<file path="src/bcs_pkg.sv">
package bcs_pkg;
  // ****************************************
  // Widths and counts
  // ****************************************
  localparam int unsigned SYM_W = 20;
  localparam int unsigned ERR_W = 8;
  localparam int unsigned MSG_WORDS = 8;
  localparam int unsigned CHK_WORDS = 3;
  localparam int unsigned CNT_W = 8;
  localparam int unsigned FIFO_DEPTH = 16;
  localparam int unsigned FIFO_AW = 4;
  localparam logic [CNT_W-1:0] CNT_RST = 8'h00;
  localparam logic [ERR_W-1:0] ERR_RST = 8'h00;
  localparam logic [SYM_W-1:0] SYM_RST = 20'h0_0000;
  localparam logic [SYM_W-1:0] CHK_INIT = 20'h0_0000;

  typedef enum logic [1:0] {
    BCS_IDLE = 2'b00,
    BCS_MSG = 2'b01,
    BCS_CHK = 2'b10
  } bcs_state_t;

  // Check symbol step: simple rotate-xor signature, not real code arithmetic
  function automatic logic [SYM_W-1:0] chk_step(input logic [SYM_W-1:0] acc, input logic [SYM_W-1:0] sym);
    chk_step = {acc[SYM_W-2:0], acc[SYM_W-1]} ^ sym;
  endfunction
endpackage

</file>
<file path="src/bcs_stream_if.sv">
`timescale 1ns/1ns
interface bcs_stream_if;
  logic [bcs_pkg::SYM_W-1:0] data_in;
  logic load;
  logic sop_in;
  logic eop_in;
  logic in_erasure;
  logic ready;
  logic [bcs_pkg::SYM_W-1:0] data_out;
  logic valid_out;
  logic sop_out;
  logic eop_out;
  logic [bcs_pkg::ERR_W-1:0] error_count;
  logic sink_ready;

  modport dev (
    input data_in, load, sop_in, eop_in, in_erasure, sink_ready,
    output ready, data_out, valid_out, sop_out, eop_out, error_count
  );
  modport peer (
    output data_in, load, sop_in, eop_in, in_erasure, sink_ready,
    input ready, data_out, valid_out, sop_out, eop_out, error_count
  );
endinterface

</file>
<file path="src/bcs_codec_end.sv">
`timescale 1ns/1ns
module bcs_codec_end #(
  parameter bit DECODER = 1'b0
) (
  input wire logic clk_sys_i,
  input wire logic srst_i,
  bcs_stream_if.dev st
);
  localparam int unsigned FW = bcs_pkg::SYM_W + 2 + bcs_pkg::ERR_W;

  // ****************************************
  // Input side and framing
  // ****************************************
  bcs_pkg::bcs_state_t st_q;
  logic [bcs_pkg::CNT_W-1:0] cnt_q;
  logic [bcs_pkg::SYM_W-1:0] acc_q;
  logic [bcs_pkg::ERR_W-1:0] err_q;
  logic rdy_q;
  logic f_wr_ready;
  logic [FW-1:0] f_rd_data;
  logic f_rd_valid;

  // Ready also needs FIFO room now, since rdy_q is one cycle stale
  wire take = st.load && rdy_q && f_wr_ready;
  wire in_first = take && st.sop_in;
  wire last_msg = (cnt_q == bcs_pkg::CNT_W'(bcs_pkg::MSG_WORDS - 2));
  wire in_chk = (st_q == bcs_pkg::BCS_CHK);
  wire chk_last = (cnt_q == bcs_pkg::CNT_W'(bcs_pkg::CHK_WORDS - 1));
  // Decoder passes the word through, encoder appends check words
  wire enc_chk = !DECODER && in_chk;
  wire wr_v = enc_chk || take;
  wire [bcs_pkg::SYM_W-1:0] wr_sym = enc_chk ? acc_q : st.data_in;
  wire wr_sop = take && st.sop_in;
  wire wr_eop = enc_chk ? chk_last : (DECODER && take && st.eop_in);
  wire [bcs_pkg::ERR_W-1:0] err_nx = err_q + bcs_pkg::ERR_W'(take && st.in_erasure);
  wire [bcs_pkg::ERR_W-1:0] wr_err = wr_eop ? (DECODER ? err_nx : bcs_pkg::ERR_RST) : bcs_pkg::ERR_RST;
  wire [bcs_pkg::SYM_W-1:0] acc_nx = bcs_pkg::chk_step(in_first ? bcs_pkg::CHK_INIT : acc_q, st.data_in);
  // Ready only with FIFO room so a taken word is never dropped
  wire room = f_wr_ready;

  always_ff @(posedge clk_sys_i)
  begin
    if (srst_i)
    begin
      st_q <= bcs_pkg::BCS_IDLE;
      cnt_q <= bcs_pkg::CNT_RST;
      acc_q <= bcs_pkg::CHK_INIT;
      err_q <= bcs_pkg::ERR_RST;
      rdy_q <= 1'b0;
    end
    else
    begin
      case (st_q)
        bcs_pkg::BCS_IDLE:
        begin
          rdy_q <= room;
          if (take && st.sop_in)
          begin
            acc_q <= acc_nx;
            err_q <= err_nx;
            cnt_q <= bcs_pkg::CNT_RST;
            if (DECODER && st.eop_in)
            begin
              err_q <= bcs_pkg::ERR_RST;
            end
            else
            begin
              st_q <= bcs_pkg::BCS_MSG;
              rdy_q <= room && !(!DECODER && (bcs_pkg::MSG_WORDS == 2));
            end
          end
        end
        bcs_pkg::BCS_MSG:
        begin
          rdy_q <= room && !(!DECODER && last_msg && take);
          if (take)
          begin
            acc_q <= acc_nx;
            err_q <= err_nx;
            cnt_q <= cnt_q + 1'b1;
            if (DECODER && st.eop_in)
            begin
              st_q <= bcs_pkg::BCS_IDLE;
              err_q <= bcs_pkg::ERR_RST;
            end
            else if (!DECODER && (st.eop_in || cnt_q == bcs_pkg::CNT_W'(bcs_pkg::MSG_WORDS - 1)))
            begin
              st_q <= bcs_pkg::BCS_CHK;
              cnt_q <= bcs_pkg::CNT_RST;
              rdy_q <= 1'b0;
            end
          end
        end
        bcs_pkg::BCS_CHK:
        begin
          rdy_q <= 1'b0;
          if (enc_chk && f_wr_ready)
          begin
            acc_q <= bcs_pkg::chk_step(acc_q, bcs_pkg::CHK_INIT);
            cnt_q <= cnt_q + 1'b1;
            if (chk_last)
            begin
              st_q <= bcs_pkg::BCS_IDLE;
              cnt_q <= bcs_pkg::CNT_RST;
            end
          end
        end
        default:
        begin
          st_q <= bcs_pkg::BCS_IDLE;
        end
      endcase
    end
  end

  // ****************************************
  // Output buffer and register stage
  // ****************************************
  logic [bcs_pkg::SYM_W-1:0] dout_q;
  logic vout_q;
  logic sop_q;
  logic eop_q;
  logic [bcs_pkg::ERR_W-1:0] ecnt_q;
  // Output stage reloads when empty or accepted downstream
  wire adv = !vout_q || st.sink_ready;
  wire pop = adv && f_rd_valid;

  bcs_fifo #(
    .WIDTH(FW),
    .DEPTH(bcs_pkg::FIFO_DEPTH),
    .AW(bcs_pkg::FIFO_AW)
  ) u_fifo (
    .clk_sys_i(clk_sys_i),
    .srst_i(srst_i),
    .wr_data_i({wr_err, wr_sop, wr_eop, wr_sym}),
    .wr_valid_i(wr_v),
    .wr_ready_o(f_wr_ready),
    .rd_data_o(f_rd_data),
    .rd_valid_o(f_rd_valid),
    .rd_ready_i(adv)
  );

  always_ff @(posedge clk_sys_i)
  begin
    if (srst_i)
    begin
      vout_q <= 1'b0;
      dout_q <= bcs_pkg::SYM_RST;
      sop_q <= 1'b0;
      eop_q <= 1'b0;
      ecnt_q <= bcs_pkg::ERR_RST;
    end
    else if (adv)
    begin
      vout_q <= pop;
      dout_q <= pop ? f_rd_data[bcs_pkg::SYM_W-1:0] : dout_q;
      eop_q <= pop && f_rd_data[bcs_pkg::SYM_W];
      sop_q <= pop && f_rd_data[bcs_pkg::SYM_W+1];
      ecnt_q <= pop ? f_rd_data[FW-1 -: bcs_pkg::ERR_W] : ecnt_q;
    end
  end

  assign st.ready = rdy_q && f_wr_ready;
  assign st.data_out = dout_q;
  assign st.valid_out = vout_q;
  assign st.sop_out = sop_q;
  assign st.eop_out = eop_q;
  assign st.error_count = ecnt_q;
endmodule

</file>
<file path="src/bcs_fifo.sv">
`timescale 1ns/1ns
module bcs_fifo #(
  parameter int unsigned WIDTH = 22,
  parameter int unsigned DEPTH = bcs_pkg::FIFO_DEPTH,
  parameter int unsigned AW = bcs_pkg::FIFO_AW
) (
  input wire logic clk_sys_i,
  input wire logic srst_i,
  input wire logic [WIDTH-1:0] wr_data_i,
  input wire logic wr_valid_i,
  output logic wr_ready_o,
  output logic [WIDTH-1:0] rd_data_o,
  output logic rd_valid_o,
  input wire logic rd_ready_i
);
  logic [WIDTH-1:0] mem_q [DEPTH];
  logic [AW-1:0] wp_q;
  logic [AW-1:0] rp_q;
  logic [AW:0] cnt_q;
  wire full = (cnt_q == (AW+1)'(DEPTH));
  wire empty = (cnt_q == '0);
  wire do_wr = wr_valid_i && !full;
  wire do_rd = rd_ready_i && !empty;

  assign wr_ready_o = !full;
  assign rd_valid_o = !empty;
  assign rd_data_o = mem_q[rp_q];

  always_ff @(posedge clk_sys_i)
  begin
    if (do_wr)
    begin
      mem_q[wp_q] <= wr_data_i;
    end
  end

  always_ff @(posedge clk_sys_i)
  begin
    if (srst_i)
    begin
      wp_q <= '0;
      rp_q <= '0;
      cnt_q <= '0;
    end
    else
    begin
      if (do_wr)
      begin
        wp_q <= wp_q + 1'b1;
      end
      if (do_rd)
      begin
        rp_q <= rp_q + 1'b1;
      end
      cnt_q <= cnt_q + (AW+1)'(do_wr) - (AW+1)'(do_rd);
    end
  end
endmodule

</file>
<file path="src/flat_wrapper.sv">
// flat-port wrapper written by rule: the top's interface ports become plain ports
module bcs_codec_end_flat 
#(
  parameter bit DECODER = 1'b0
)
  (clk_sys_i, srst_i, st_data_in, st_load, st_sop_in, st_eop_in, st_in_erasure, st_sink_ready, st_ready, st_data_out, st_valid_out, st_sop_out, st_eop_out, st_error_count);
  bcs_stream_if st_i ();
  input wire logic clk_sys_i;
  input wire logic srst_i;
  input wire logic [$bits(st_i.data_in)-1:0] st_data_in;
  input wire logic [$bits(st_i.load)-1:0] st_load;
  input wire logic [$bits(st_i.sop_in)-1:0] st_sop_in;
  input wire logic [$bits(st_i.eop_in)-1:0] st_eop_in;
  input wire logic [$bits(st_i.in_erasure)-1:0] st_in_erasure;
  input wire logic [$bits(st_i.sink_ready)-1:0] st_sink_ready;
  output wire logic [$bits(st_i.ready)-1:0] st_ready;
  output wire logic [$bits(st_i.data_out)-1:0] st_data_out;
  output wire logic [$bits(st_i.valid_out)-1:0] st_valid_out;
  output wire logic [$bits(st_i.sop_out)-1:0] st_sop_out;
  output wire logic [$bits(st_i.eop_out)-1:0] st_eop_out;
  output wire logic [$bits(st_i.error_count)-1:0] st_error_count;
  assign st_i.data_in = st_data_in;
  assign st_i.load = st_load;
  assign st_i.sop_in = st_sop_in;
  assign st_i.eop_in = st_eop_in;
  assign st_i.in_erasure = st_in_erasure;
  assign st_i.sink_ready = st_sink_ready;
  assign st_ready = st_i.ready;
  assign st_data_out = st_i.data_out;
  assign st_valid_out = st_i.valid_out;
  assign st_sop_out = st_i.sop_out;
  assign st_eop_out = st_i.eop_out;
  assign st_error_count = st_i.error_count;
  bcs_codec_end #(.DECODER(DECODER)) u_core (.clk_sys_i(clk_sys_i), .srst_i(srst_i), .st(st_i));
endmodule
</file>
<file path="config.mk">
export PLATFORM = sky130hd
export DESIGN_NAME = bcs_codec_end_flat
export DESIGN_NICKNAME = d
export VERILOG_FILES = /design/src/bcs_pkg.sv /design/src/bcs_stream_if.sv /design/src/bcs_codec_end.sv /design/src/bcs_fifo.sv /design/src/flat_wrapper.sv
export SDC_FILE = /design/constraint.sdc
export NUM_CORES = 1
export LEC_CHECK = 0
export ABC_AREA = 1
export BUFFER_PORTS_ARGS = -buffer_cell sky130_fd_sc_hd__buf_2
export CORE_MARGIN = 1
export CORE_UTILIZATION = 40
export CTS_CLUSTER_SIZE = 24
export DETAILED_ROUTE_END_ITERATION = 8
export MAX_ROUTING_LAYER = met4
export PLACE_DENSITY = 0.66
export SYNTH_ARGS = -nofsm -noshare
export SYNTH_HDL_FRONTEND = slang
export SYNTH_SLANG_ARGS = --single-unit
</file>
<file path="constraint.sdc">
create_clock -name clk_sys_i -period 7.19 [get_ports clk_sys_i]
set_clock_uncertainty 0.05 [all_clocks]
set_input_delay 0.719 -clock clk_sys_i [delete_from_list [all_inputs] [get_ports clk_sys_i]]
set_output_delay 0.719 -clock clk_sys_i [all_outputs]
set_load 0.02 [all_outputs]
</file>
==> impl_metrics.csv <==
group,metric,value,unit
outcome,outcome,"finished clean",
yosys,synth_compound_area_share,6.24,%
clock_tree,cts_sinks,423,
critical_path,cpMaxStageDelayCell,"ha_1",
critical_path,reg2reg_to,"u_core.u_fifo.mem_q[3][12]",
yosys,synth_top_cells_by_count,"nor2_1 (435), edfxtp_1 (352), nand2_1 (285), o21ai_0 (157), nand3_1 (155)",
power_and_ir_drop,leakage,7.52,nW
grt,grt_max_degree,93,
critical_path,timing.rr.start,"u_core.st_q[0]",
critical_path,r2r_cells,9,
min_path,hold_depth,2,
placement,gp_congestion,0.773,
yosys,synthDistinctLibCells,33,
floorplan,io_pins,59,
critical_path,crit_chain,"inv_1 > ha_1 > inv_2 > nand2_1 > nand2_1 > nor2_1 > inv_1 > nor2_2 > buf_4",
clock_tree,cts-root-buf,"clkbuf_16",
grt,grt_antenna_before_repair,0,
sta,slew_violations,0,
finish,drive_above_1_share,9.17,%
yosys,syn_area,18000,sq um
floorplan,dieArea,45800,sq um
yosys,async_flop_share,0,%
finish,fillers,3998,
grt,grt_pass1_vias,11600,
clock_tree,tritoncts,"yes",
sta,layout_min_cycle_time,3.87,ns
min_path,min_from,"u_core.st.eop_out",
yosys,synth_top_area_share,58.8,%
clock_tree,path_clk_slew,0.06,ns
critical_path,required,7.36,ns
sta,setup_violations,0,
sta,fin_crit_sh,53.9,%
placement,io_buffers,49,
yosys,netlist_instances,1758,
critical_path,path_delay_family,"simple AND/OR/NAND/NOR gates",
critical_path,worstSetupEndpointType,"flop",
clock_tree,clockBufferDepth,3,
floorplan,die_w,214,microns
critical_path,r2r_slack,3.32,ns
sta,tns,0,ns
floorplan,die_y,214,microns
routing,wl,41600,microns
grt,grt-ovfl-total,0,
finish,antennaDiodeCount,0,
critical_path,setup.worst_path.start_class,"flop",
yosys,ys.flop_type,"edfxtp_1",
min_path,hold_path_end,"u_core.st.eop_out",
finish,nets,1825,
routing,via_count,12200,
yosys,synth.avg_cell_area,10.2,sq um
placement,place_hpwl,23100,microns
critical_path,worstPathArrival,4.04,ns
clock_tree,holdBufCountCts,0,
floorplan,start_util,40.6,%
critical_path,max_stage_delay,0.74,ns
clock_tree,cts-resized-gates,0,
power_and_ir_drop,ir_drop,0.277,mV
clock_tree,cts_made_buffers,44,
clock_tree,clkLatencyLatePin,0.55,ns
yosys,synth_top_area_cell,"edfxtp_1",
yosys,synth_seq_cells,423,
yosys,synth_adder_area_share,1.30,%
routing,drc_errors,0,
sta,slew_headroom,22.8,%
grt,grt_pass1_wl,64400,microns
clock_tree,htree_levels,2,
yosys,ys_seq_area_share,66.8,%
sta,fmax,258,MHz
routing,ant_nets,0,
power_and_ir_drop,power,0.00784,W
flow_run,cap_violations,0,
routing,avgViaCountPerCell,5.09,
critical_path,critical_path.startpoint,"u_core.st_q[0]",
routing,drt_iter0_drc,1064,
finish,postLayoutCoreUtil,45.5,%
critical_path,crit_fanout,44,
critical_path,worstSetupPathType,"reg -> reg",
sta,tightest_slew,1.15,ns
yosys,synthMuxAreaShare,0,%
critical_path,cp_num_buf_inv,4,
power_and_ir_drop,cellPowerDensity,390,nW/um^2
sta,final-hold-violation-count,0,
yosys,synth_top_family_by_area,"simple AND/OR/NAND/NOR gates",
min_path,hp-class,"reg -> reg",
yosys,ys_warn_count,0,
yosys,synth_area_leaders,"edfxtp_1 (59%), nor2_1 (9.1%), dfxtp_1 (7.9%)",
routing,drt_first_pass_iters,7,
clock_tree,post_cts_buffers,0,
routing,wl_per_cell,17.3,microns
grt,grt.total_usage,18.6,%
floorplan,coreArea,44200,sq um
sta,grt_setup_unrepaired,"no",
yosys,synth_most_common_cell,"nor2_1",
yosys,synth-edff-count,352,
finish,synthToLayoutAreaGrowth,11.9,%
yosys,synthSimpleGateAreaFrac,20.5,%
floorplan,row_count,77,
yosys,synth-xor-area-share,0.0488,%
## placed cells by master (no fill, tap or decap), types with 16 or more instances in the layout
cell type,instances
nor2_1,419
clkbuf_16,45
ha_1,17
edfxtp_1,352
a21oi_1,19
buf_2,49
buf_4,28
inv_1,82
nand2_1,285
dfxtp_1,68
nor2_2,16
o211ai_1,20
nand4_1,22
nand3_1,155
o21ai_0,157
## worst max path at each step
stage                                  to  slack [ns]  cells after the start
3_5_place_dp    u_core.u_fifo.mem_q[3][3]        3.30                      9
6_report       u_core.u_fifo.mem_q[3][12]        3.32                      9
3_3_place_gp    u_core.u_fifo.mem_q[3][3]        3.33                      9
2_1_floorplan      u_core.u_fifo.cnt_q[4]        4.18                     13
4_1_cts         u_core.u_fifo.mem_q[3][4]        3.27                      9
5_1_grt         u_core.u_fifo.mem_q[3][4]        3.04                      9
## worst min-delay path, stage by stage, from the launching register on
cell and delay (ns):
dfxtp_1 0.31, nand2_1 0.06, a21oi_1 0.05
## cell families (layout without fill, tap and decap cells)
group / count (synthesis) / after routing
buffers and inverters: 195 / 241
DFF: 423 / 423
other: 1 / 8
and+or+nand+nor: 907 / 907
AOI/OAI and AO/OA: 213 / 213
adders and majority gates: 18 / 18
xor gates and xnor gates: 1 / 1
## through the flow
step           worst slack [ns]  hold slack, ns  instances  instance area, sq um
4_1_cts                    3.27           0.413       2403                 20100
5_1_grt                    3.04           0.447       2403                 20100
3_3_place_gp               3.33           0.406       2326                 18700
2_1_floorplan              4.18           0.397       1765                 18000
6_report                   3.32           0.415       2403                 20100
3_5_place_dp               3.30           0.411       2326                 18700
## metal layers
metal	GRT usage, %	vias up	part of all wire [%]
met4	7.22	0	3.4
met1	22.7	5776	42
met2	31.1	392	49
li1	-	5980	-
met3	2.54	95	6.0
met5	-	-	0
## power by group
| group | switching (W) | internal [W] | leakage [nW] |
|---|---|---|---|
| logic | 0.00166 | 0.000676 | 3.04 |
| registers | 0.000179 | 0.00306 | 3.79 |
| clock network | 0.000892 | 0.00137 | 0.698 |
## flip-flops by register name (all words and copies together) (netlist names), named ones only
register,count
u_core.rdy_q,1
u_core.u_fifo.rp_q,4
u_core.st.eop_out,1
u_core.u_fifo.cnt_q,5
u_core.acc_q,20
u_core.cnt_q,8
u_core.st_q,2
u_core.st.valid_out,1
u_core.st.data_out,20
u_core.st.sop_out,1
u_core.u_fifo.mem_q,352
u_core.u_fifo.wp_q,4
## area by class of cell
type / count / area [sq um] / area share (%)
Sequential cell: 423 / 12000 / 59.7
Multi-Input combinational cell: 1147 / 5130 / 25.5
Clock buffer: 54 / 1180 / 5.87
Tap cell: 592 / 741 / 3.69
Timing Repair Buffer: 77 / 455 / 2.27
Inverter: 87 / 333 / 1.66
Clock inverter: 23 / 262 / 1.30
Note: power is estimated with default switching activity, not from simulation.
